[config.mk]
export PLATFORM = sky130hd
export DESIGN_NAME = stacked_mem_ctrl_pins
export DESIGN_NICKNAME = d
export VERILOG_FILES = /design/src/rtl/stacked_mem_pkg.sv /design/src/rtl/block_lock_cell.sv /design/src/rtl/stacked_mem_ctrl_pins.sv
export VERILOG_INCLUDE_DIRS = /design/src /design/src/rtl
export SDC_FILE = /design/constraint.sdc
export NUM_CORES = 1
export LEC_CHECK = 0
export ABC_AREA = 1
export BUFFER_PORTS_ARGS = -buffer_cell sky130_fd_sc_hd__buf_2
export CORE_UTILIZATION = 54
export CTS_CLUSTER_SIZE = 20
export DETAILED_ROUTE_END_ITERATION = 8
export PLACE_DENSITY = 0.76
export SLEW_MARGIN = 20
export SYNTH_ARGS = -nofsm -noshare
export SYNTH_HDL_FRONTEND = slang
export SYNTH_SLANG_ARGS = --single-unit
[constraint.sdc]
create_clock -name CLK_SYS_I -period 2.1 [get_ports CLK_SYS_I]
set_clock_uncertainty 0.1 [all_clocks]
set_input_delay 0.21 -clock CLK_SYS_I [delete_from_list [all_inputs] [get_ports CLK_SYS_I]]
set_output_delay 0.21 -clock CLK_SYS_I [all_outputs]
set_load 0.02 [all_outputs]
[src/rtl/stacked_mem_params.svh]
`ifndef STACKED_MEM_PARAMS_SVH
`define STACKED_MEM_PARAMS_SVH

// pin and array widths
`define ADDR_W 16
`define DATA_W 16
`define NUM_BLOCKS 8
`define BLK_SEL_W 3
`define RAM_DEPTH 16
`define RAM_ADDR_W 4

// register byte offsets on the bus
`define REG_READ_CFG 8'h00
`define REG_STATUS 8'h04
`define REG_LOCK_MAP 8'h08
`define REG_PSRAM_CFG 8'h0C

// read configuration fields and reset value
`define READ_CFG_RESET 16'h0000
`define WAIT_POL_BIT 10
`define SYNC_MODE_BIT 15

// psram configuration reset values
`define REFRESH_CTRL_RESET 16'h0000
`define BUS_CTRL_RESET 16'h0000

// flash command codes seen on the data pins
`define CMD_LOCK_SETUP 16'h0060
`define CMD_LOCK 16'h0001
`define CMD_UNLOCK 16'h00D0
`define CMD_LOCKDOWN 16'h002F

// first-access latency of a synchronous read, in clocks
`define SYNC_LATENCY 3'h2

`endif

[src/rtl/stacked_mem_pkg.sv]
package stacked_mem_pkg;

  // flash command sequencer states
  typedef enum logic [0:0] {
    CMD_IDLE,
    CMD_SETUP
  } cmd_state_t;

  // operations on one block's protection state
  typedef enum logic [1:0] {
    LOCK_NONE,
    LOCK_SET,
    LOCK_CLEAR,
    LOCK_DOWN
  } lock_op_t;

endpackage

[src/rtl/block_lock_cell.sv]
`timescale 1ns/1ps
module block_lock_cell (
  // clock and reset
  input wire logic clk_i,
  input wire logic rst_i,
  // operation request
  input wire logic sel_i,
  input wire stacked_mem_pkg::lock_op_t op_i,
  input wire logic wp_n_i,
  // block state
  output logic locked_o,
  output logic locked_down_o
);
  import stacked_mem_pkg::*;

  // lock bit; blocks come out of reset locked
  always_ff @(posedge clk_i) begin
    if (rst_i) begin
      locked_o <= 1'b1;
    end else if (sel_i) begin
      unique case (op_i)
        LOCK_SET, LOCK_DOWN: locked_o <= 1'b1;
        LOCK_CLEAR: begin
          if (!locked_down_o || wp_n_i) begin
            locked_o <= 1'b0;
          end
        end
        LOCK_NONE: locked_o <= locked_o;
      endcase
    end
  end

  // lock-down bit, cleared only by reset
  always_ff @(posedge clk_i) begin
    if (rst_i) begin
      locked_down_o <= 1'b0;
    end else if (sel_i && op_i == LOCK_DOWN) begin
      locked_down_o <= 1'b1;
    end
  end
endmodule

[src/rtl/stacked_mem_ctrl_pins.sv]
`timescale 1ns/1ps
`include "stacked_mem_params.svh"
module stacked_mem_ctrl_pins (
  // clock and reset
  input wire logic CLK_SYS_I,
  input wire logic SYS_RST_I,
  // wishbone slave
  input wire logic WB_CYC_I,
  input wire logic WB_STB_I,
  input wire logic WB_WE_I,
  input wire logic [7:0] WB_ADR_I,
  input wire logic [3:0] WB_SEL_I,
  input wire logic [31:0] WB_DAT_I,
  output logic [31:0] WB_DAT_O,
  output logic WB_ACK_O,
  // shared address and data pins
  input wire logic [`ADDR_W-1:0] ADDR_I,
  input wire logic [`DATA_W-1:0] DQ_I,
  output logic [`DATA_W-1:0] DQ_O,
  output logic [1:0] DQ_OE_N_O,
  // flash control pins
  input wire logic FL_CE_N_I,
  input wire logic FL_OE_N_I,
  input wire logic FL_WE_N_I,
  input wire logic FL_RST_N_I,
  input wire logic FL_WP_N_I,
  input wire logic ADDRESS_VALID_N_I,
  output logic WAIT_O,
  output logic WAIT_OE_N_O,
  // ram control pins
  input wire logic RAM_CS_N_I,
  input wire logic RAM_OE_N_I,
  input wire logic RAM_WE_N_I,
  input wire logic RAM_UPPER_BYTE_EN_N_I,
  input wire logic RAM_LOWER_BYTE_EN_N_I,
  input wire logic PSRAM_MODE_N_I,
  input wire logic PSRAM_CFG_REG_ENABLE_I
);
  import stacked_mem_pkg::*;

  logic rst_flash;
  logic [15:0] read_cfg;
  logic [15:0] refresh_ctrl;
  logic [15:0] bus_ctrl;
  logic sync_mode;
  logic wait_pol;
  logic adv_low;
  logic fl_we_prev;
  logic ram_we_prev;
  logic fl_we_rise;
  logic ram_we_rise;
  logic [`ADDR_W-1:0] addr_latched;
  logic captured;
  logic [`ADDR_W-1:0] burst;
  logic [2:0] lat;
  logic [`ADDR_W-1:0] flash_addr;
  logic [`ADDR_W-1:0] wr_addr;
  logic [`DATA_W-1:0] wr_data;
  logic cmd_valid;
  cmd_state_t cmd_state;
  lock_op_t lock_op;
  logic [`NUM_BLOCKS-1:0] locked;
  logic [`NUM_BLOCKS-1:0] locked_down;
  logic [`BLK_SEL_W-1:0] op_blk;
  logic [`BLK_SEL_W-1:0] rd_blk;
  logic [`DATA_W-1:0] ram_mem [0:`RAM_DEPTH-1];
  logic [`RAM_ADDR_W-1:0] ram_addr;
  logic low_power;
  logic ram_active;
  logic flash_read;
  logic ram_read;
  logic sync_read;
  logic wait_asserted;
  logic bus_req;
  logic [31:0] next_rdata;

  assign rst_flash = SYS_RST_I || !FL_RST_N_I;
  assign sync_mode = read_cfg[`SYNC_MODE_BIT];
  assign wait_pol = read_cfg[`WAIT_POL_BIT];
  assign adv_low = !ADDRESS_VALID_N_I;
  assign bus_req = WB_CYC_I && WB_STB_I && !WB_ACK_O;

  // previous write-enable levels for rising-edge detection
  always_ff @(posedge CLK_SYS_I) begin
    if (SYS_RST_I) begin
      fl_we_prev <= 1'b1;
      ram_we_prev <= 1'b1;
    end else begin
      fl_we_prev <= FL_WE_N_I;
      ram_we_prev <= RAM_WE_N_I;
    end
  end
  assign fl_we_rise = !fl_we_prev && FL_WE_N_I && !FL_CE_N_I && FL_RST_N_I;
  assign ram_we_rise = !ram_we_prev && RAM_WE_N_I && !RAM_CS_N_I;

  // wishbone ack, one cycle after the request, dropped the next cycle
  always_ff @(posedge CLK_SYS_I) begin
    if (SYS_RST_I) begin
      WB_ACK_O <= 1'b0;
    end else begin
      WB_ACK_O <= bus_req;
    end
  end

  // read configuration; flash reset returns it to asynchronous mode
  always_ff @(posedge CLK_SYS_I) begin
    if (rst_flash) begin
      read_cfg <= `READ_CFG_RESET;
    end else if (bus_req && WB_WE_I && WB_ADR_I == `REG_READ_CFG) begin
      if (WB_SEL_I[0]) begin
        read_cfg[7:0] <= WB_DAT_I[7:0];
      end
      if (WB_SEL_I[1]) begin
        read_cfg[15:8] <= WB_DAT_I[15:8];
      end
    end
  end

  // bus read data mux
  always_comb begin
    next_rdata = 32'h0000_0000;
    unique case (WB_ADR_I)
      `REG_READ_CFG: next_rdata = {16'h0000, read_cfg};
      `REG_STATUS: next_rdata = {28'h000_0000, low_power, captured, sync_mode, !FL_RST_N_I};
      `REG_LOCK_MAP: next_rdata = {16'h0000, locked_down, locked};
      `REG_PSRAM_CFG: next_rdata = {bus_ctrl, refresh_ctrl};
      default: next_rdata = 32'h0000_0000;
    endcase
  end

  // read data register
  always_ff @(posedge CLK_SYS_I) begin
    if (SYS_RST_I) begin
      WB_DAT_O <= 32'h0000_0000;
    end else if (bus_req && !WB_WE_I) begin
      WB_DAT_O <= next_rdata;
    end
  end

  // address capture and burst advance
  always_ff @(posedge CLK_SYS_I) begin
    if (rst_flash) begin
      addr_latched <= '0;
      captured <= 1'b0;
      burst <= '0;
      lat <= 3'h0;
    end else if (sync_mode) begin
      if (adv_low && !captured) begin
        addr_latched <= ADDR_I;
        captured <= 1'b1;
        burst <= '0;
        lat <= `SYNC_LATENCY;
      end else begin
        if (!adv_low) begin
          captured <= 1'b0;
        end
        if (!FL_CE_N_I && lat != 3'h0) begin
          lat <= lat - 3'h1;
        end else if (!FL_CE_N_I) begin
          burst <= burst + `ADDR_W'(1);
        end
      end
    end else begin
      captured <= 1'b0;
      burst <= '0;
      lat <= 3'h0;
      if (adv_low) begin
        addr_latched <= ADDR_I;
      end
    end
  end
  // flow-through while address valid is held low in asynchronous mode
  assign flash_addr = (!sync_mode && adv_low) ? ADDR_I : addr_latched + burst;

  // address and data latched on the write-enable rising edge
  always_ff @(posedge CLK_SYS_I) begin
    if (rst_flash) begin
      wr_addr <= '0;
      wr_data <= '0;
      cmd_valid <= 1'b0;
    end else begin
      cmd_valid <= fl_we_rise;
      if (fl_we_rise) begin
        wr_addr <= flash_addr;
        wr_data <= DQ_I;
      end
    end
  end

  // two-step lock command sequencer
  always_ff @(posedge CLK_SYS_I) begin
    if (rst_flash) begin
      cmd_state <= CMD_IDLE;
    end else if (cmd_valid) begin
      unique case (cmd_state)
        CMD_IDLE: cmd_state <= (wr_data == `CMD_LOCK_SETUP) ? CMD_SETUP : CMD_IDLE;
        CMD_SETUP: cmd_state <= CMD_IDLE;
      endcase
    end
  end

  // decode the second command cycle into a block operation
  always_comb begin
    lock_op = LOCK_NONE;
    if (cmd_valid && cmd_state == CMD_SETUP) begin
      unique case (wr_data)
        `CMD_LOCK: lock_op = LOCK_SET;
        `CMD_UNLOCK: lock_op = LOCK_CLEAR;
        `CMD_LOCKDOWN: lock_op = LOCK_DOWN;
        default: lock_op = LOCK_NONE;
      endcase
    end
  end
  assign op_blk = wr_addr[`ADDR_W-1 -: `BLK_SEL_W];
  assign rd_blk = flash_addr[`ADDR_W-1 -: `BLK_SEL_W];

  // one protection cell per block
  genvar b;
  generate
    for (b = 0; b < `NUM_BLOCKS; b++) begin : g_blk
      block_lock_cell u_cell (
        .clk_i(CLK_SYS_I),
        .rst_i(rst_flash),
        .sel_i(op_blk == `BLK_SEL_W'(b)),
        .op_i(lock_op),
        .wp_n_i(FL_WP_N_I),
        .locked_o(locked[b]),
        .locked_down_o(locked_down[b])
      );
    end
  endgenerate

  // psram low-power entry and exit
  always_ff @(posedge CLK_SYS_I) begin
    if (SYS_RST_I) begin
      low_power <= 1'b0;
    end else if (!PSRAM_MODE_N_I && RAM_CS_N_I) begin
      low_power <= 1'b1;
    end else if (!RAM_CS_N_I && PSRAM_MODE_N_I) begin
      low_power <= 1'b0;
    end
  end
  assign ram_active = !RAM_CS_N_I && !low_power;
  assign ram_addr = ADDR_I[`RAM_ADDR_W-1:0];

  // psram configuration writes
  always_ff @(posedge CLK_SYS_I) begin
    if (SYS_RST_I) begin
      refresh_ctrl <= `REFRESH_CTRL_RESET;
      bus_ctrl <= `BUS_CTRL_RESET;
    end else if (ram_we_rise && !low_power && (PSRAM_CFG_REG_ENABLE_I || !PSRAM_MODE_N_I)) begin
      if (ADDR_I[0]) begin
        bus_ctrl <= DQ_I;
      end else begin
        refresh_ctrl <= DQ_I;
      end
    end
  end

  // ram array writes, byte lane by byte lane
  always_ff @(posedge CLK_SYS_I) begin
    if (ram_we_rise && !low_power && !PSRAM_CFG_REG_ENABLE_I && PSRAM_MODE_N_I) begin
      if (!RAM_UPPER_BYTE_EN_N_I) begin
        ram_mem[ram_addr][15:8] <= DQ_I[15:8];
      end
      if (!RAM_LOWER_BYTE_EN_N_I) begin
        ram_mem[ram_addr][7:0] <= DQ_I[7:0];
      end
    end
  end

  // read selection; a flash in reset drives nothing
  assign flash_read = !FL_CE_N_I && !FL_OE_N_I && FL_WE_N_I && FL_RST_N_I;
  assign ram_read = ram_active && !RAM_OE_N_I && RAM_WE_N_I;
  assign sync_read = sync_mode && flash_read;

  // data pins register; flash returns block protection state
  always_ff @(posedge CLK_SYS_I) begin
    if (SYS_RST_I) begin
      DQ_O <= '0;
    end else if (flash_read) begin
      DQ_O <= {14'h0000, locked_down[rd_blk], locked[rd_blk]};
    end else if (ram_read) begin
      DQ_O <= ram_mem[ram_addr];
    end
  end

  // data pin enables, low while driving
  always_comb begin
    DQ_OE_N_O = 2'b11;
    if (flash_read) begin
      DQ_OE_N_O = 2'b00;
    end else if (ram_read) begin
      DQ_OE_N_O[1] = RAM_UPPER_BYTE_EN_N_I;
      DQ_OE_N_O[0] = RAM_LOWER_BYTE_EN_N_I;
    end
  end

  // wait: invalid data during sync latency, also asserted outside sync reads, deasserted once burst data is valid
  assign wait_asserted = sync_read ? (lat != 3'h0 || adv_low) : 1'b1;
  assign WAIT_O = wait_pol ? wait_asserted : !wait_asserted;
  assign WAIT_OE_N_O = FL_CE_N_I;
endmodule

# ---- Yosys cells after proc, flatten, opt, wreduce, memory -nomap -nowiden
# Memory sizes are Yosys's and may differ from the RTL's.
# Cells that the tools add are included.
dict set report word_totals {
  ff_bits 186
  ram_bits 256
  input_bits 94
  out_inout_bits 53
  wordCells 217
  memories 1
}
# memory words word_bits read_ports rd_ports_with_merged_regs write_ports line_no
set mem_list {}
lappend mem_list {ram_mem 16 16 1 0 1 stacked_mem_ctrl_pins.sv:66} ;# logic [`DATA_W-1:0] ram_mem [0:`RAM_DEPTH-1];
dict set report classes {
  add_sub_neg 3
  magnitude_cmp 1
  eq_ne 27
  muxes 47
  bitwise_logic 6
  reduce_logical 96
}
# operator n
set op_table {}
lappend op_table {{$pmux W32 S4} 1}
lappend op_table {{$mux W16} 4}
lappend op_table {{$logic_and A1 B1 Y1} 35}
lappend op_table {{$logic_not A1 Y1} 24}
lappend op_table {{$reduce_and A3 Y1} 8}
lappend op_table {{$mux W1} 23}
lappend op_table {{$ne A2 B1 Y1 const B} 10}
lappend op_table {{$pmux W1 S2} 9}
lappend op_table {{$add A16 B1 Y16 const B} 1}
lappend op_table {{$add A16 B16 Y16} 1}
lappend op_table {{$eq A16 B1 Y1 const B} 1}
lappend op_table {{$eq A16 B6 Y1 const B} 1}
lappend op_table {{$eq A16 B7 Y1 const B} 1}
lappend op_table {{$eq A16 B8 Y1 const B} 1}
lappend op_table {{$eq A8 B4 Y1 const B} 2}
lappend op_table {{$mux W2} 7}
lappend op_table {{$eq A3 B3 Y1 const B} 4}
lappend op_table {{$reduce_and A2 Y1} 6}
lappend op_table {{$logic_or A1 B1 Y1} 11}
lappend op_table {{$eq A8 B3 Y1 const B} 1}
lappend op_table {{$logic_not A8 Y1} 1}
lappend op_table {{$reduce_bool A2 Y1} 4}
lappend op_table {{$bmux W1 S3} 2}
lappend op_table {{$eq A3 B2 Y1 const B} 2}
lappend op_table {{12 further kinds} 20}

# ---- Depth between registers and ports, before layout
# Gate-level depths: netlist of the first run.
dict set report depth {
  ltp_word 8
  mapped_depth 17
  depth_no_buf 17
}

# ---- Hierarchy
# From an unflattened synthesis of the first run, not the netlist that was laid out.
dict set report unflattened {
  hier_cells 1747
  hier_area_um2 17609.4
}
# mod instances cells_per_inst area_per_inst_um2 seq_area_each_um2
set by_module_without_submodules {}
lappend by_module_without_submodules {stacked_mem_ctrl_pins 1 1643 16928.7 10830.4}
lappend by_module_without_submodules {block_lock_cell 8 13 85.1 40.0}

# ---- Worst setup path before layout of the first run
# OpenSTA, ideal clock, no wires.
dict set report synth_timing {
  path_type {register to register}
  start {reg ram_we_prev}
  end {mem ram_mem[11][0] in the netlist's numbering, enable pin}
  setup_ns 0.383
  arrival_ns 1.666
  slack_ns -0.050
  path_stages_with_launch 7
  path_buffers 1
  cell_sequence {dfxtp_1 nor3_1 nand2_1 nor3_1 nand2_1 clkbuf_1 nor3_1}
}
dict set report synth_between {
  elab_chain_cells 8
}
# item line_no
set synth_rtl {}
lappend synth_rtl {{from (decl)} stacked_mem_ctrl_pins.sv:49} ;# logic ram_we_prev;
lappend synth_rtl {{from (signal assigned)} stacked_mem_ctrl_pins.sv:87} ;# ram_we_prev <= 1'b1;
lappend synth_rtl {{from (signal assigned)} stacked_mem_ctrl_pins.sv:90} ;# ram_we_prev <= RAM_WE_N_I;
lappend synth_rtl {{$logic_not A1 Y1} stacked_mem_ctrl_pins.sv:94} ;# assign ram_we_rise = !ram_we_prev && RAM_WE_N_I && !RAM_CS_N_I;
lappend synth_rtl {{$logic_and A1 B1 Y1 (2 in a row)} stacked_mem_ctrl_pins.sv:94}
lappend synth_rtl {{$logic_and A1 B1 Y1 (3 in a row)} stacked_mem_ctrl_pins.sv:262} ;# if (ram_we_rise && !low_power && !PSRAM_CFG_REG_ENABLE_I && PSRAM_MODE_N_I) begin
lappend synth_rtl {{$mux W1} stacked_mem_ctrl_pins.sv:262}
lappend synth_rtl {{$mux W1 (not written as such)} stacked_mem_ctrl_pins.sv:267} ;# ram_mem[ram_addr][7:0] <= DQ_I[7:0];
lappend synth_rtl {{to (decl)} stacked_mem_ctrl_pins.sv:66}
# No other way between the ends.

# ---- Worst setup path after layout of the first run
dict set report layout_timing {
  start {reg lat[0]}
  end {out WAIT_O}
}
dict set report layout_between {
  elab_chain_cells 5
}
# item line_no
set layout_rtl {}
lappend layout_rtl {{from (decl)} stacked_mem_ctrl_pins.sv:55} ;# logic [2:0] lat;
lappend layout_rtl {{from (signal assigned)} stacked_mem_ctrl_pins.sv:152} ;# lat <= `SYNC_LATENCY;
lappend layout_rtl {{from (signal assigned)} stacked_mem_ctrl_pins.sv:158} ;# lat <= lat - 3'h1;
lappend layout_rtl {{$reduce_bool A3 Y1 *} stacked_mem_ctrl_pins.sv:300} ;# assign wait_asserted = sync_read ? (lat != 3'h0 || adv_low) : 1'b1;
lappend layout_rtl {{$logic_or A1 B1 Y1 *} stacked_mem_ctrl_pins.sv:300}
lappend layout_rtl {{$mux W1 *} stacked_mem_ctrl_pins.sv:300}
lappend layout_rtl {{$logic_not A1 Y1} stacked_mem_ctrl_pins.sv:301} ;# assign WAIT_O = wait_pol ? wait_asserted : !wait_asserted;
lappend layout_rtl {{$mux W1 *} stacked_mem_ctrl_pins.sv:301}
lappend layout_rtl {{to (decl)} stacked_mem_ctrl_pins.sv:28} ;# output logic WAIT_O,
# Every way passes the cells marked *; elsewhere a longest branch is shown, timed or not.

==> results of run 1 <==
-- critical path, delay by kind of cell (launching register included) --
kind / cells / cell delay (ns)
DFF: 1 / 0.32
and+or+nand+nor: 2 / 0.29
xor gates and xnor gates: 1 / 0.22
buffers and inverters: 3 / 0.29
adders and majority gates: 1 / 0.13
-- cell type report --
class,instances,area share (%)
sequential,429,52.6
multi-input combinational,988,27.1
timing repair buffer,287,9.42
clock buffer,59,5.58
tap,402,2.36
inverter,132,2.35
clock inverter,19,0.588
antenna,1,0.0118
-- cell usage in the layout, fill, tap and decap left out, types with 4 or more instances in the layout --
cell           netlist  routed
clkbuf_16            0      44
inv_2                8      12
edfxtp_1           256     256
inv_1              119     115
nand3_2              3      21
nor3_1              50      48
dlygate4sd3_1        0      42
nand2_4              2       7
a22oi_1            126     126
ha_1                18       4
clkinv_2             1       9
nor3_2               2       4
nand3_1             63      44
o22ai_1              7       7
nor2_2               5       5
clkbuf_1            40      12
nand4_1             11      11
buf_4                2     113
a31oi_1             10      10
dfxtp_1            173     149
dfxtp_2              0      21
nor4_1               9       8
o21ai_0            100      97
nor2_4               2       7
buf_2               28     127
a211oi_1            14      14
nand2_1            218     204
a21oi_4              0       4
nand2_2             10      19
nor2_1             125     120
clkinvlp_4           0       4
a21oi_1            169     165
clkinv_1             3       5
buf_12               0       5
ha_4                 0      14
o221ai_1            19      19
-- worst max path at each step --
| stage | startpoint | endpoint | slack [ns] | cells after the start |
|---|---|---|---|---|
| after global placement | ADDR_I[3] | ram_mem[1][2] | -0.03 | 5 |
| after floorplan | ram_we_prev | ram_mem[11][0] | -0.05 | 6 |
| final | lat[0] | WAIT_O | -0.01 | 7 |
| after CTS | lat[0] | WAIT_O | 0.003 | 7 |
| after detailed placement | ADDR_I[3] | ram_mem[3][7] | -0.09 | 5 |
| after global routing | addr_latched[10] | DQ_O[1] | -0.17 | 14 |
-- stage by stage --
step	power, mW	hold slack [ns]	cell area, µm²
after detailed placement	10.1	0.333	19000
final	17.2	0.00415	21300
after global routing	17.7	0.0179	21300
after CTS	17.2	0.000454	20900
after floorplan	9.64	0.182	17300
after global placement	10.1	0.328	19000
-- routing by layer --
| layer | vias to the layer above | part of all wire (%) | track usage (%) |
|---|---|---|---|
| li1 | 6368 | - | - |
| met1 | 6589 | 40 | 36.0 |
| met2 | 603 | 50 | 48.6 |
| met3 | 127 | 7.0 | 4.17 |
| met4 | 0 | 3.2 | 9.86 |
| met5 | - | 0 | 0 |
-- repair_timing --
action / CTS / global route
pin swaps: 16 / 30
gates cloned: 1 / 0
hold buffers: 42 / 0
endpoints found under the hold margin: 46 / 0
setup buffers: 5 / 10
endpoints found under the setup margin: 3 / 23
resized for setup: 35 / 72
-- sequential cells by signal, summed over array words and instances (netlist names), 8 cells and up --
| signal | count |
|---|---|
| ram_mem | 256 |
| refresh_ctrl | 16 |
| g_blk.u_cell.locked_down_o | 8 |
| WB_DAT_O | 32 |
| bus_ctrl | 16 |
| DQ_O | 16 |
| read_cfg | 16 |
| g_blk.u_cell.locked_o | 8 |
| burst | 16 |
| addr_latched | 16 |
| wr_data | 16 |
-- kinds of logic (layout without fill, tap and decap cells) --
| logic type | after synthesis | after routing | share of synthesized area (%) |
|---|---|---|---|
| AO/OA/AOI/OAI | 456 | 456 | 16.0 |
| XOR/XNOR | 2 | 2 | 0.101 |
| adder cells (fa/ha/maj) | 18 | 18 | 1.30 |
| buffers and inverters | 212 | 497 | 5.03 |
| flip-flops | 429 | 429 | 64.4 |
| other | 0 | 1 | 0 |
| AND/OR/NAND/NOR | 511 | 512 | 13.2 |
-- where the power goes --
| part | leakage, nW | total, mW | switching [mW] | internal, mW |
|---|---|---|---|---|
| sequential | 3.71 | 8.98 | 0.0342 | 8.95 |
| combinational | 3.52 | 1.08 | 0.705 | 0.374 |
| clock | 0.637 | 7.18 | 3.19 | 3.99 |
==> metrics.md, run 1 <==
| Metric | Value |
|---|---|
| Run status | complete, but fails checks |
| Failing checks | negative setup slack |
| Routed WL | 46700 µm |
| CTS tree | done |
| Final setup viols | 1 |
| Layout cells sized above 1 | 23.1% |
| Reg2reg end | DQ_O[0] |
| Most common cell in the synthesized netlist | edfxtp_1 |
| Register area share after synthesis | 64.4% |
| Largest stage delay, worst path | around 0.32 ns |
| Yosys top cell area share | 44.4% |
| Top cell by count, worst path | inv_2 |
| Vias per inst | 5.91 |
| Synth cell types | 51 |
| Grt total ovfl | 0 |
| H-tree levels | 2 |
| Most used DFF post-synth | edfxtp_1 |
| MaxCap Viol Count | 0 |
| Crit-path max FO | 3 |
| Largest net degree at the start of global routing | 38 |
| Post-DP HPWL | between 20000 and 30000 µm |
| Multi-input logic area | 5760 µm² |
| Startpoint of the lowest-slack hold path | DQ_I[0] |
| Die Y | 181 µm |
| # clock sinks | 429 |
| Post-synth EDFFs | roughly 260 |
| Fill cell count | 2297 |
| Cell Chain, Critical Path | inv_2, ha_4, inv_2, nor2_4, nand4_1, xor2_1, buf_4 |
| Asr flop ratio synth | 0% |
| Area contributors post-synth | edfxtp_1 (44%), dfxtp_1 (20%), a22oi_1 (5.5%) |
| R2R cell count | 15 |
| Leading cell types by count after synthesis | edfxtp_1 (256), nand2_1 (218), dfxtp_1 (173), a21oi_1 (169), a22oi_1 (126) |
| Worst path slowest cell | dfxtp_2 |
| GR Util All Layers | 28.1% |
| Area of the mapped netlist | 17300 µm² |
| Setup TNS | -0.00993 ns |
| Antenna-violating nets left | 0 |
| VDD IR max | 0.552 mV |
| P_leak | around 7.9 nW |
| Core area | 31600 µm² |
| Setup WS post-layout | -0.00993 ns |
| Post-synth top area cell | edfxtp_1 |
| First DRT Iteration DRCs | about 1500 |
| Syn_nets | 1740 |
| Fin util | 67.4% |
| Hold WC Path Type | in -> reg |
| TritonCTS Buffers | 43 |
| Die width | 181 µm |
| Worst-Skew Late Latency | approximately 0.54 ns |
| IO buf count | 128 |
| Max_slew headroom | 56.6% |
| DRC Markers | 0 |
| Die area | 32800 µm² |
| First drt pass iteration count | 6 |
| Initial Utilization | 54.9% |
| Flops & latches, synth | about 430 |
| FP Rows | between 60 and 70 |
| IO Pins | around 150 |
| R2r setup slk | 0 ns |
| Warnings from Yosys | 0 |
| Initial antenna violation count | 1 |
| Vias | approximately 14000 |
| Longest Clk Path Bufs | 3 |
| Critical Path AT | between 1.5 and 2 ns |
| Setup Crit Path Kind | reg -> out |
| Slew Viols, Final | 0 |
| Placed Instances | between 2000 and 2500 |
| Layout Nets | 1993 |
| Worst Setup Start Kind | flip-flop |
| Vias in the first global route | 13400 |
| Clock slew at reported path FFs | 0.06 ns |
| Root Buffer | clkbuf_16 |
| Minimum clock period | 2.11 ns |
| Critical path endpoint category | primary output |
| Non-Filler Instances | about 2300 |
| Synth-to-layout area growth | 22.8% |
| Power Density | 811 nW/µm² |
| Final Hold Viols | 0 |
| R2R Path Start | burst[3] |
| Worst Hold Depth | 1 |
| Syn avg cell area | 10.6 µm² |
| FMAX | 474 MHz |
| First-pass GRT wire length | 71900 µm |
| Per-cell routed wire length | between 20 and 25 µm |
| Post-synthesis instance total | 1628 |
| Final GP Congestion | roughly 0.95 |
| Setup WS pre-CTS | -0.0855 ns |
| Final period util | 100% |
| Worst Hold Path EP | ram_mem[1][0] |
| RSZ-0062 raised after global routing | true |
| Required @ worst endpoint | ~1.8 ns |
| Slew @ Worst Pin | 0.650 ns |
| Register Area | 11200 µm² |
(Power assumes the default switching activity.)
==> run 2: changes to the inputs <==
--- a/config.mk
+++ b/config.mk
@@ -8,10 +8,12 @@
 export LEC_CHECK = 0
 export ABC_AREA = 1
 export BUFFER_PORTS_ARGS = -buffer_cell sky130_fd_sc_hd__buf_2
-export CORE_UTILIZATION = 54
+export CORE_UTILIZATION = 55
+export CTS_BUF_LIST = sky130_fd_sc_hd__clkbuf_8
 export CTS_CLUSTER_SIZE = 20
 export DETAILED_ROUTE_END_ITERATION = 8
-export PLACE_DENSITY = 0.76
+export PLACE_DENSITY = 0.74
+export REMOVE_ABC_BUFFERS = 1
 export SLEW_MARGIN = 20
 export SYNTH_ARGS = -nofsm -noshare
 export SYNTH_HDL_FRONTEND = slang
==> constraint.sdc (replaced) <==
create_clock -name CLK_SYS_I -period 2 [get_ports CLK_SYS_I]
set_clock_uncertainty 0.1 [all_clocks]
set_input_delay 0.2 -clock CLK_SYS_I [delete_from_list [all_inputs] [get_ports CLK_SYS_I]]
set_output_delay 0.2 -clock CLK_SYS_I [all_outputs]
set_load 0.02 [all_outputs]
==> run 2 against run 1 <==
  * Critical endpoint is now DQ_O[0]
  * First-iteration DRC count decreased by 4.5%
  * Cell count increased by 4.0%
  * Non-clock buffer count increased by 54
  * Largest cell class unchanged
  * Sequential share of layout area decreased by 1.5 points
  * Routed wire length increased by 0.94%
  * The flow still finishes with violations (negative setup slack)
  * Setup slack got worse by 0.17 ns
  * Global-route usage increased by 0.51 points
==> metrics.md, run 2 (synthesis gave the netlist of run 1 again) <==
| Metric | Value |
|---|---|
| Per-cell routed wire length | 19.6 µm |
| R2r setup slk | -0.18 ns |
| Top Registers | ram_mem x256, WB_DAT_O x32 |
| Antenna-violating nets left | 0 |
| # clock sinks | between 400 and 500 |
| Critical Path Start | burst[7] |
| First DRT Iteration DRCs | between 1000 and 1500 |
| Die Y | between 150 and 200 µm |
| VDD IR max | 0.528 mV |
| IO buf count | ~130 |
| Worst path slowest cell | dfxtp_1 |
| Max_slew headroom | 31.1% |
| Setup TNS | -0.547 ns |
| Crit-path max FO | 8 |
| Required @ worst endpoint | about 2.4 ns |
| RSZ-0062 raised after global routing | true |
| Placed Instances | 2207 |
| Worst Hold Depth | 1 |
| Slew @ Worst Pin | 1.03 ns |
| Initial Utilization | 56.2% |
| Slew Viols, Final | 0 |
| Vias | 14000 |
| Most frequent cells in the layout | edfxtp_1 (256), nand2_1 (201), a21oi_1 (165) |
| Hold WS | 0.0274 ns |
| Hold WC Path Type | in -> reg |
| DRT met1 WL | 19200 µm |
| First-pass GRT wire length | 72400 µm |
| Clock slew at reported path FFs | 0.06 ns |
| Setup Crit Path Kind | reg -> reg |
| Initial antenna violation count | 0 |
| Synth-to-layout area growth | 26.1% |
| TritonCTS Buffers | 70 |
| Layout cells sized above 1 | 25.8% |
| Layout Nets | roughly 2100 |
| Final Hold Viols | 0 |
| Final setup viols | 6 |
| Longest Clk Path Bufs | 3 |
| Largest register FFs | 256 |
| Largest stage delay, worst path | 0.39 ns |
| Final GP Congestion | about 0.9 |
| First drt pass iteration count | 8 |
| IO Pins | ~150 |
| Worst Setup Start Kind | flip-flop |
| Largest net degree at the start of global routing | 43 |
| DRC Markers | 0 |
| Post-DP HPWL | ~30000 µm |
| Most flops, register | ram_mem |
| Top cell by count, worst path | nand2_1 |
| GR Util All Layers | 28.6% |
| CTS tree | done |
| MaxCap Viol Count | 0 |
| Final period util | 109% |
| H-tree levels | 3 |
| Worst Hold Path EP | ram_mem[0][8] |
| Grt total ovfl | 0 |
| FP Rows | between 60 and 70 |
| Die width | 179 µm |
| Leading cell type in the layout, fill and taps excluded | edfxtp_1 |
| Vias per inst | 5.81 |
| Failing checks | negative setup slack |
| Worst-Skew Late Latency | 0.59 ns |
| R2R cell count | 15 |
| Critical Path AT | 2.56 ns |
| Met3 WL | 3000 µm |
| Root Buffer | clkbuf_8 |
| P_leak | a little over 8 nW |
| Routed WL | 47200 µm |
| Vias in the first global route | about 14000 |
| Critical path endpoint category | flip-flop |
| Met2 wire length | 23300 µm |
| Die area | 32200 µm² |
| Ant diodes | 0 |
| Setup WS post-layout | -0.177 ns |
| Top Metal Used | met4 |
| Minimum clock period | 2.18 ns |
| Reg2reg end | DQ_O[0] |
| Core area | 30800 µm² |
| R2R Path Start | burst[7] |
| Cell Chain, Critical Path | ha_4, nand2_2, inv_1, nand2_1, nand2_1, a21oi_4, nand2_4, nand2_4, nand3_4, nand3_1, nand3_1, nand3_2, nand3_2, nand2_1, inv_1 |
| FMAX | 459 MHz |
| Non-Filler Instances | 2409 |
| Run status | complete, but fails checks |
| Startpoint of the lowest-slack hold path | DQ_I[8] |
| Power Density | between 800 and 900 nW/µm² |
## run 2: layer usage
layer | up-vias | global-route usage, %
met5 | - | 0
met4 | 0 | 11.1
met3 | 140 | 4.09
met2 | 612 | 49.5
met1 | 6704 | 36.5
li1 | 6541 | -
## run 2: timing repair
| item | 4_1_cts | 5_1_grt |
|---|---|---|
| setup endpoints to repair | 15 | 144 |
| cloned | 1 | 0 |
| resized for setup | 62 | 67 |
| hold buffers | 59 | 0 |
| pin swaps | 21 | 37 |
| hold endpoints to repair | 264 | 0 |
| buffers inserted | 6 | 14 |
## run 2: critical path, delay by kind of cell, from the launching register on
kind	cells	cell delay [ns]
flip-flops	1	0.39
AND/OR/NAND/NOR	11	1.04
adder cells (fa/ha/maj)	1	0.23
buffers and inverters	2	0.08
AO/OA/AOI/OAI	1	0.21
## run 2: worst max-delay path by stage
stage | to | slack [ns] | depth (start not counted)
3_5_place_dp | DQ_O[0] | -0.16 | 13
2_1_floorplan | ram_mem[9][0] | -1.75 | 4
3_3_place_gp | DQ_O[0] | -0.09 | 13
6_report | DQ_O[0] | -0.18 | 15
5_1_grt | DQ_O[0] | -0.28 | 15
4_1_cts | WAIT_O | -0.11 | 8
## run 2: final cells by class
cell class / count / area [µm²]
flip-flops and latches: 429 / 11200
clock inverters: 43 / 203
multi-input cells: 988 / 5900
fillers: 2158 / 8970
repair buffers: 341 / 2490
inverters: 132 / 499
clock buffers: 80 / 1100
well taps: 396 / 495
## run 2: per-stage QoR
step | instance area (µm²) | utilization (%) | total power [mW] | worst slack [ns]
after floorplan | 17000 | - | 10.1 | -1.75
after detailed placement | 19200 | 62.3 | 10.6 | -0.163
after CTS | 21400 | 69.6 | 17.8 | -0.110
final | 21900 | 70.9 | 17.8 | -0.177
after global placement | 19200 | 62.3 | 10.6 | -0.0917
after global routing | 21900 | 70.9 | 18.3 | -0.279
## run 2: power breakdown
group	leakage, nW	switching (mW)	internal (mW)	total, mW
clock	0.760	3.43	3.68	7.10
sequential	3.71	0.0372	9.40	9.44
combinational	3.83	0.762	0.456	1.22
total	8.29	4.23	13.5	17.8
==> run 3: changes to the inputs <==
--- a/config.mk
+++ b/config.mk
@@ -8,11 +8,11 @@
 export LEC_CHECK = 0
 export ABC_AREA = 1
 export BUFFER_PORTS_ARGS = -buffer_cell sky130_fd_sc_hd__buf_2
-export CORE_UTILIZATION = 55
+export CORE_UTILIZATION = 62
 export CTS_BUF_LIST = sky130_fd_sc_hd__clkbuf_8
 export CTS_CLUSTER_SIZE = 20
 export DETAILED_ROUTE_END_ITERATION = 8
-export PLACE_DENSITY = 0.74
+export PLACE_DENSITY = 0.82
 export REMOVE_ABC_BUFFERS = 1
 export SLEW_MARGIN = 20
 export SYNTH_ARGS = -nofsm -noshare
==> constraint.sdc (replaced) <==
create_clock -name CLK_SYS_I -period 2 [get_ports CLK_SYS_I]
set_clock_uncertainty 0.1 [all_clocks]
set_input_delay 0.2 -clock CLK_SYS_I [delete_from_list [all_inputs] [get_ports CLK_SYS_I]]
set_output_delay 0.2 -clock CLK_SYS_I [all_outputs]
set_load 0.005 [all_outputs]
==> run 3 against run 2 <==
  * The run still ends with negative setup slack left
  * Maximum frequency decreased by 8.4%
  * Critical path depth is 2 lower
  * Clock power is 3.1% higher
  * Worst hold slack improved by 0.0019 ns
  * Flip-flop and latch count stayed put
  * Routed wire length is 13% higher
  * Sequential power about the same
  * Via count grew 8.1%
  * Combinational power is essentially flat
==> metrics.md, run 3 (synthesis gave the netlist of run 1 again) <==
| Metric | Value |
|---|---|
| Run status | complete, but fails checks |
| Failing checks | negative setup slack |
| Most flops, register | ram_mem |
| Sequential Power Share | 52.5% |
| Root Buffer | clkbuf_8 |
| Layout cells sized above 1 | 28.2% |
| Leading cell type in the layout, fill and taps excluded | edfxtp_1 |
| Total Power | 18.0 mW |
| Cell internal pwr | 13.7 mW |
| Final GP Congestion | slightly above 0.9 |
| VDD IR max | 0.679 mV |
| Final Cell Area | 22000 µm² |
| P_leak | 8.39 nW |
| Required @ worst endpoint | between 2 and 2.5 ns |
| Top Metal Used | met4 |
| Post-DP Area | 19100 µm² |
| Initial antenna violation count | 1 |
| GR Util All Layers | 34.0% |
| Longest Clk Path Bufs | 3 |
| RSZ-0062 raised after global routing | true |
| Hold WC Path Type | in -> reg |
| Net switching power | 4.29 mW |
| First drt pass iteration count | 8 |
| Die area | 28600 µm² |
| Setup Crit Path Kind | reg -> reg |
| Post-DP HPWL | 30100 µm |
| Grt total ovfl | 0 |
| Non-Filler Instances | 2387 |
| Clock power share | 40.7% |
| Most frequent cells in the layout | edfxtp_1 (256), nand2_1 (184), a21oi_1 (162) |
| Hold WS | roughly 0.029 ns |
| TritonCTS Buffers | 67 |
| Die width | approximately 170 µm |
| Layout Nets | 2075 |
| Final Hold Viols | 0 |
| Gate power share | 6.8% |
| Slew @ Worst Pin | 0.723 ns |
| Critical Path AT | 2.75 ns |
| First DRT Iteration DRCs | between 1500 and 2000 |
| H-tree levels | 3 |
| Largest net degree at the start of global routing | 43 |
| Critical path endpoint category | flip-flop |
| DRT met1 WL | 18800 µm |
| Antenna-violating nets left | 0 |
| Per-cell routed wire length | 22.3 µm |
| Largest register FFs | 256 |
| Vias per inst | 6.34 |
| Vias | 15100 |
| FP Rows | 60 |
| Met3 WL | 5220 µm |
| Clock slew at reported path FFs | 0.07 ns |
| Die Y | roughly 170 µm |
| Core area | around 27000 µm² |
| Placed Instances | 2178 |
| Setup WS pre-CTS | -0.205 ns |
| Vias in the first global route | 14300 |
| Setup WS post-layout | -0.378 ns |
| Top Registers | ram_mem x256, WB_DAT_O x32 |
| Minimum clock period | 2.38 ns |
| Slew Viols, Final | 0 |
| Worst-Skew Late Latency | 0.60 ns |
| Final period util | 119% |
| Crit-path max FO | 4 |
| Initial Utilization | 63.8% |
| Final setup viols | 13 |
| MaxCap Viol Count | 0 |
| Power Density | slightly above 800 nW/µm² |
| Fin util | ~81% |
| Sw frac | between 20% and 30% |
| Setup TNS | -1.86 ns |
| First-pass GRT wire length | 75000 µm |
| # clock sinks | 429 |
| IO buf count | 128 |
| Max_slew headroom | 51.8% |
| Ant diodes | 0 |
| Routed WL | 53200 µm |
| Worst Setup Start Kind | flip-flop |
| FMAX | 421 MHz |
| CTS tree | done |
| Synth-to-layout area growth | 27.1% |
| DRC Markers | 0 |
| IO Pins | 147 |
| Met2 wire length | 26100 µm |
run 3: critical path: stages, from the launching register on:
cell     delay, ns
dfxtp_2       0.34
ha_4          0.30
nand2_2       0.09
nor2_4        0.14
nor3b_2       0.22
nand2_2       0.09
nand3_1       0.11
nand2_2       0.09
a21oi_4       0.28
nand3_2       0.15
nand3_2       0.11
nand3_2       0.10
nand2_2       0.09
inv_1         0.03
run 3: path summary, 6_finish.rpt:
path / from / depth (start not counted) / slack [ns] / to
worst min register to register: WB_DAT_O[18] / 2 / 0.36 / WB_DAT_O[18]
worst min-delay path: PSRAM_CFG_REG_ENABLE_I / 5 / 0.03 / refresh_ctrl[15]
worst max register to register: addr_latched[10] / 13 / -0.38 / DQ_O[0]
worst max-delay path: addr_latched[10] / 13 / -0.38 / DQ_O[0]
run 3: metal layers:
metal	GRT usage (%)	up-vias
li1	-	6540
met1	42.7	7107
met2	59.3	1165
met3	5.20	312
met4	13.7	0
met5	0	-
run 3: final cells by class:
class / instances / area (µm²)
Clock buffer: 75 / 1030
Tap cell: 372 / 465
Clock inverter: 46 / 287
Fill cell: 1535 / 5160
Timing Repair Buffer: 345 / 2470
Sequential cell: 429 / 11200
Inverter: 132 / 502
Multi-Input combinational cell: 988 / 6050
run 3: timing repair:
| action | in CTS | in global routing |
|---|---|---|
| gates cloned | 1 | 1 |
| resized for setup | 60 | 138 |
| endpoints found under the hold margin | 202 | 2 |
| hold buffers | 62 | 1 |
| pin swaps | 16 | 65 |
| buffers inserted | 7 | 19 |
| setup endpoints to repair | 22 | 281 |
run 3: power groups by stage:
stage          registers, mW  clock network [mW]  logic (mW)
3_5_place_dp            9.62                   0       0.976
4_1_cts                 9.44                7.29        1.11
3_3_place_gp            9.62                   0       0.942
6_report                9.43                7.32        1.23
2_1_floorplan           9.62                   0       0.432
5_1_grt                 9.43                7.71        1.29
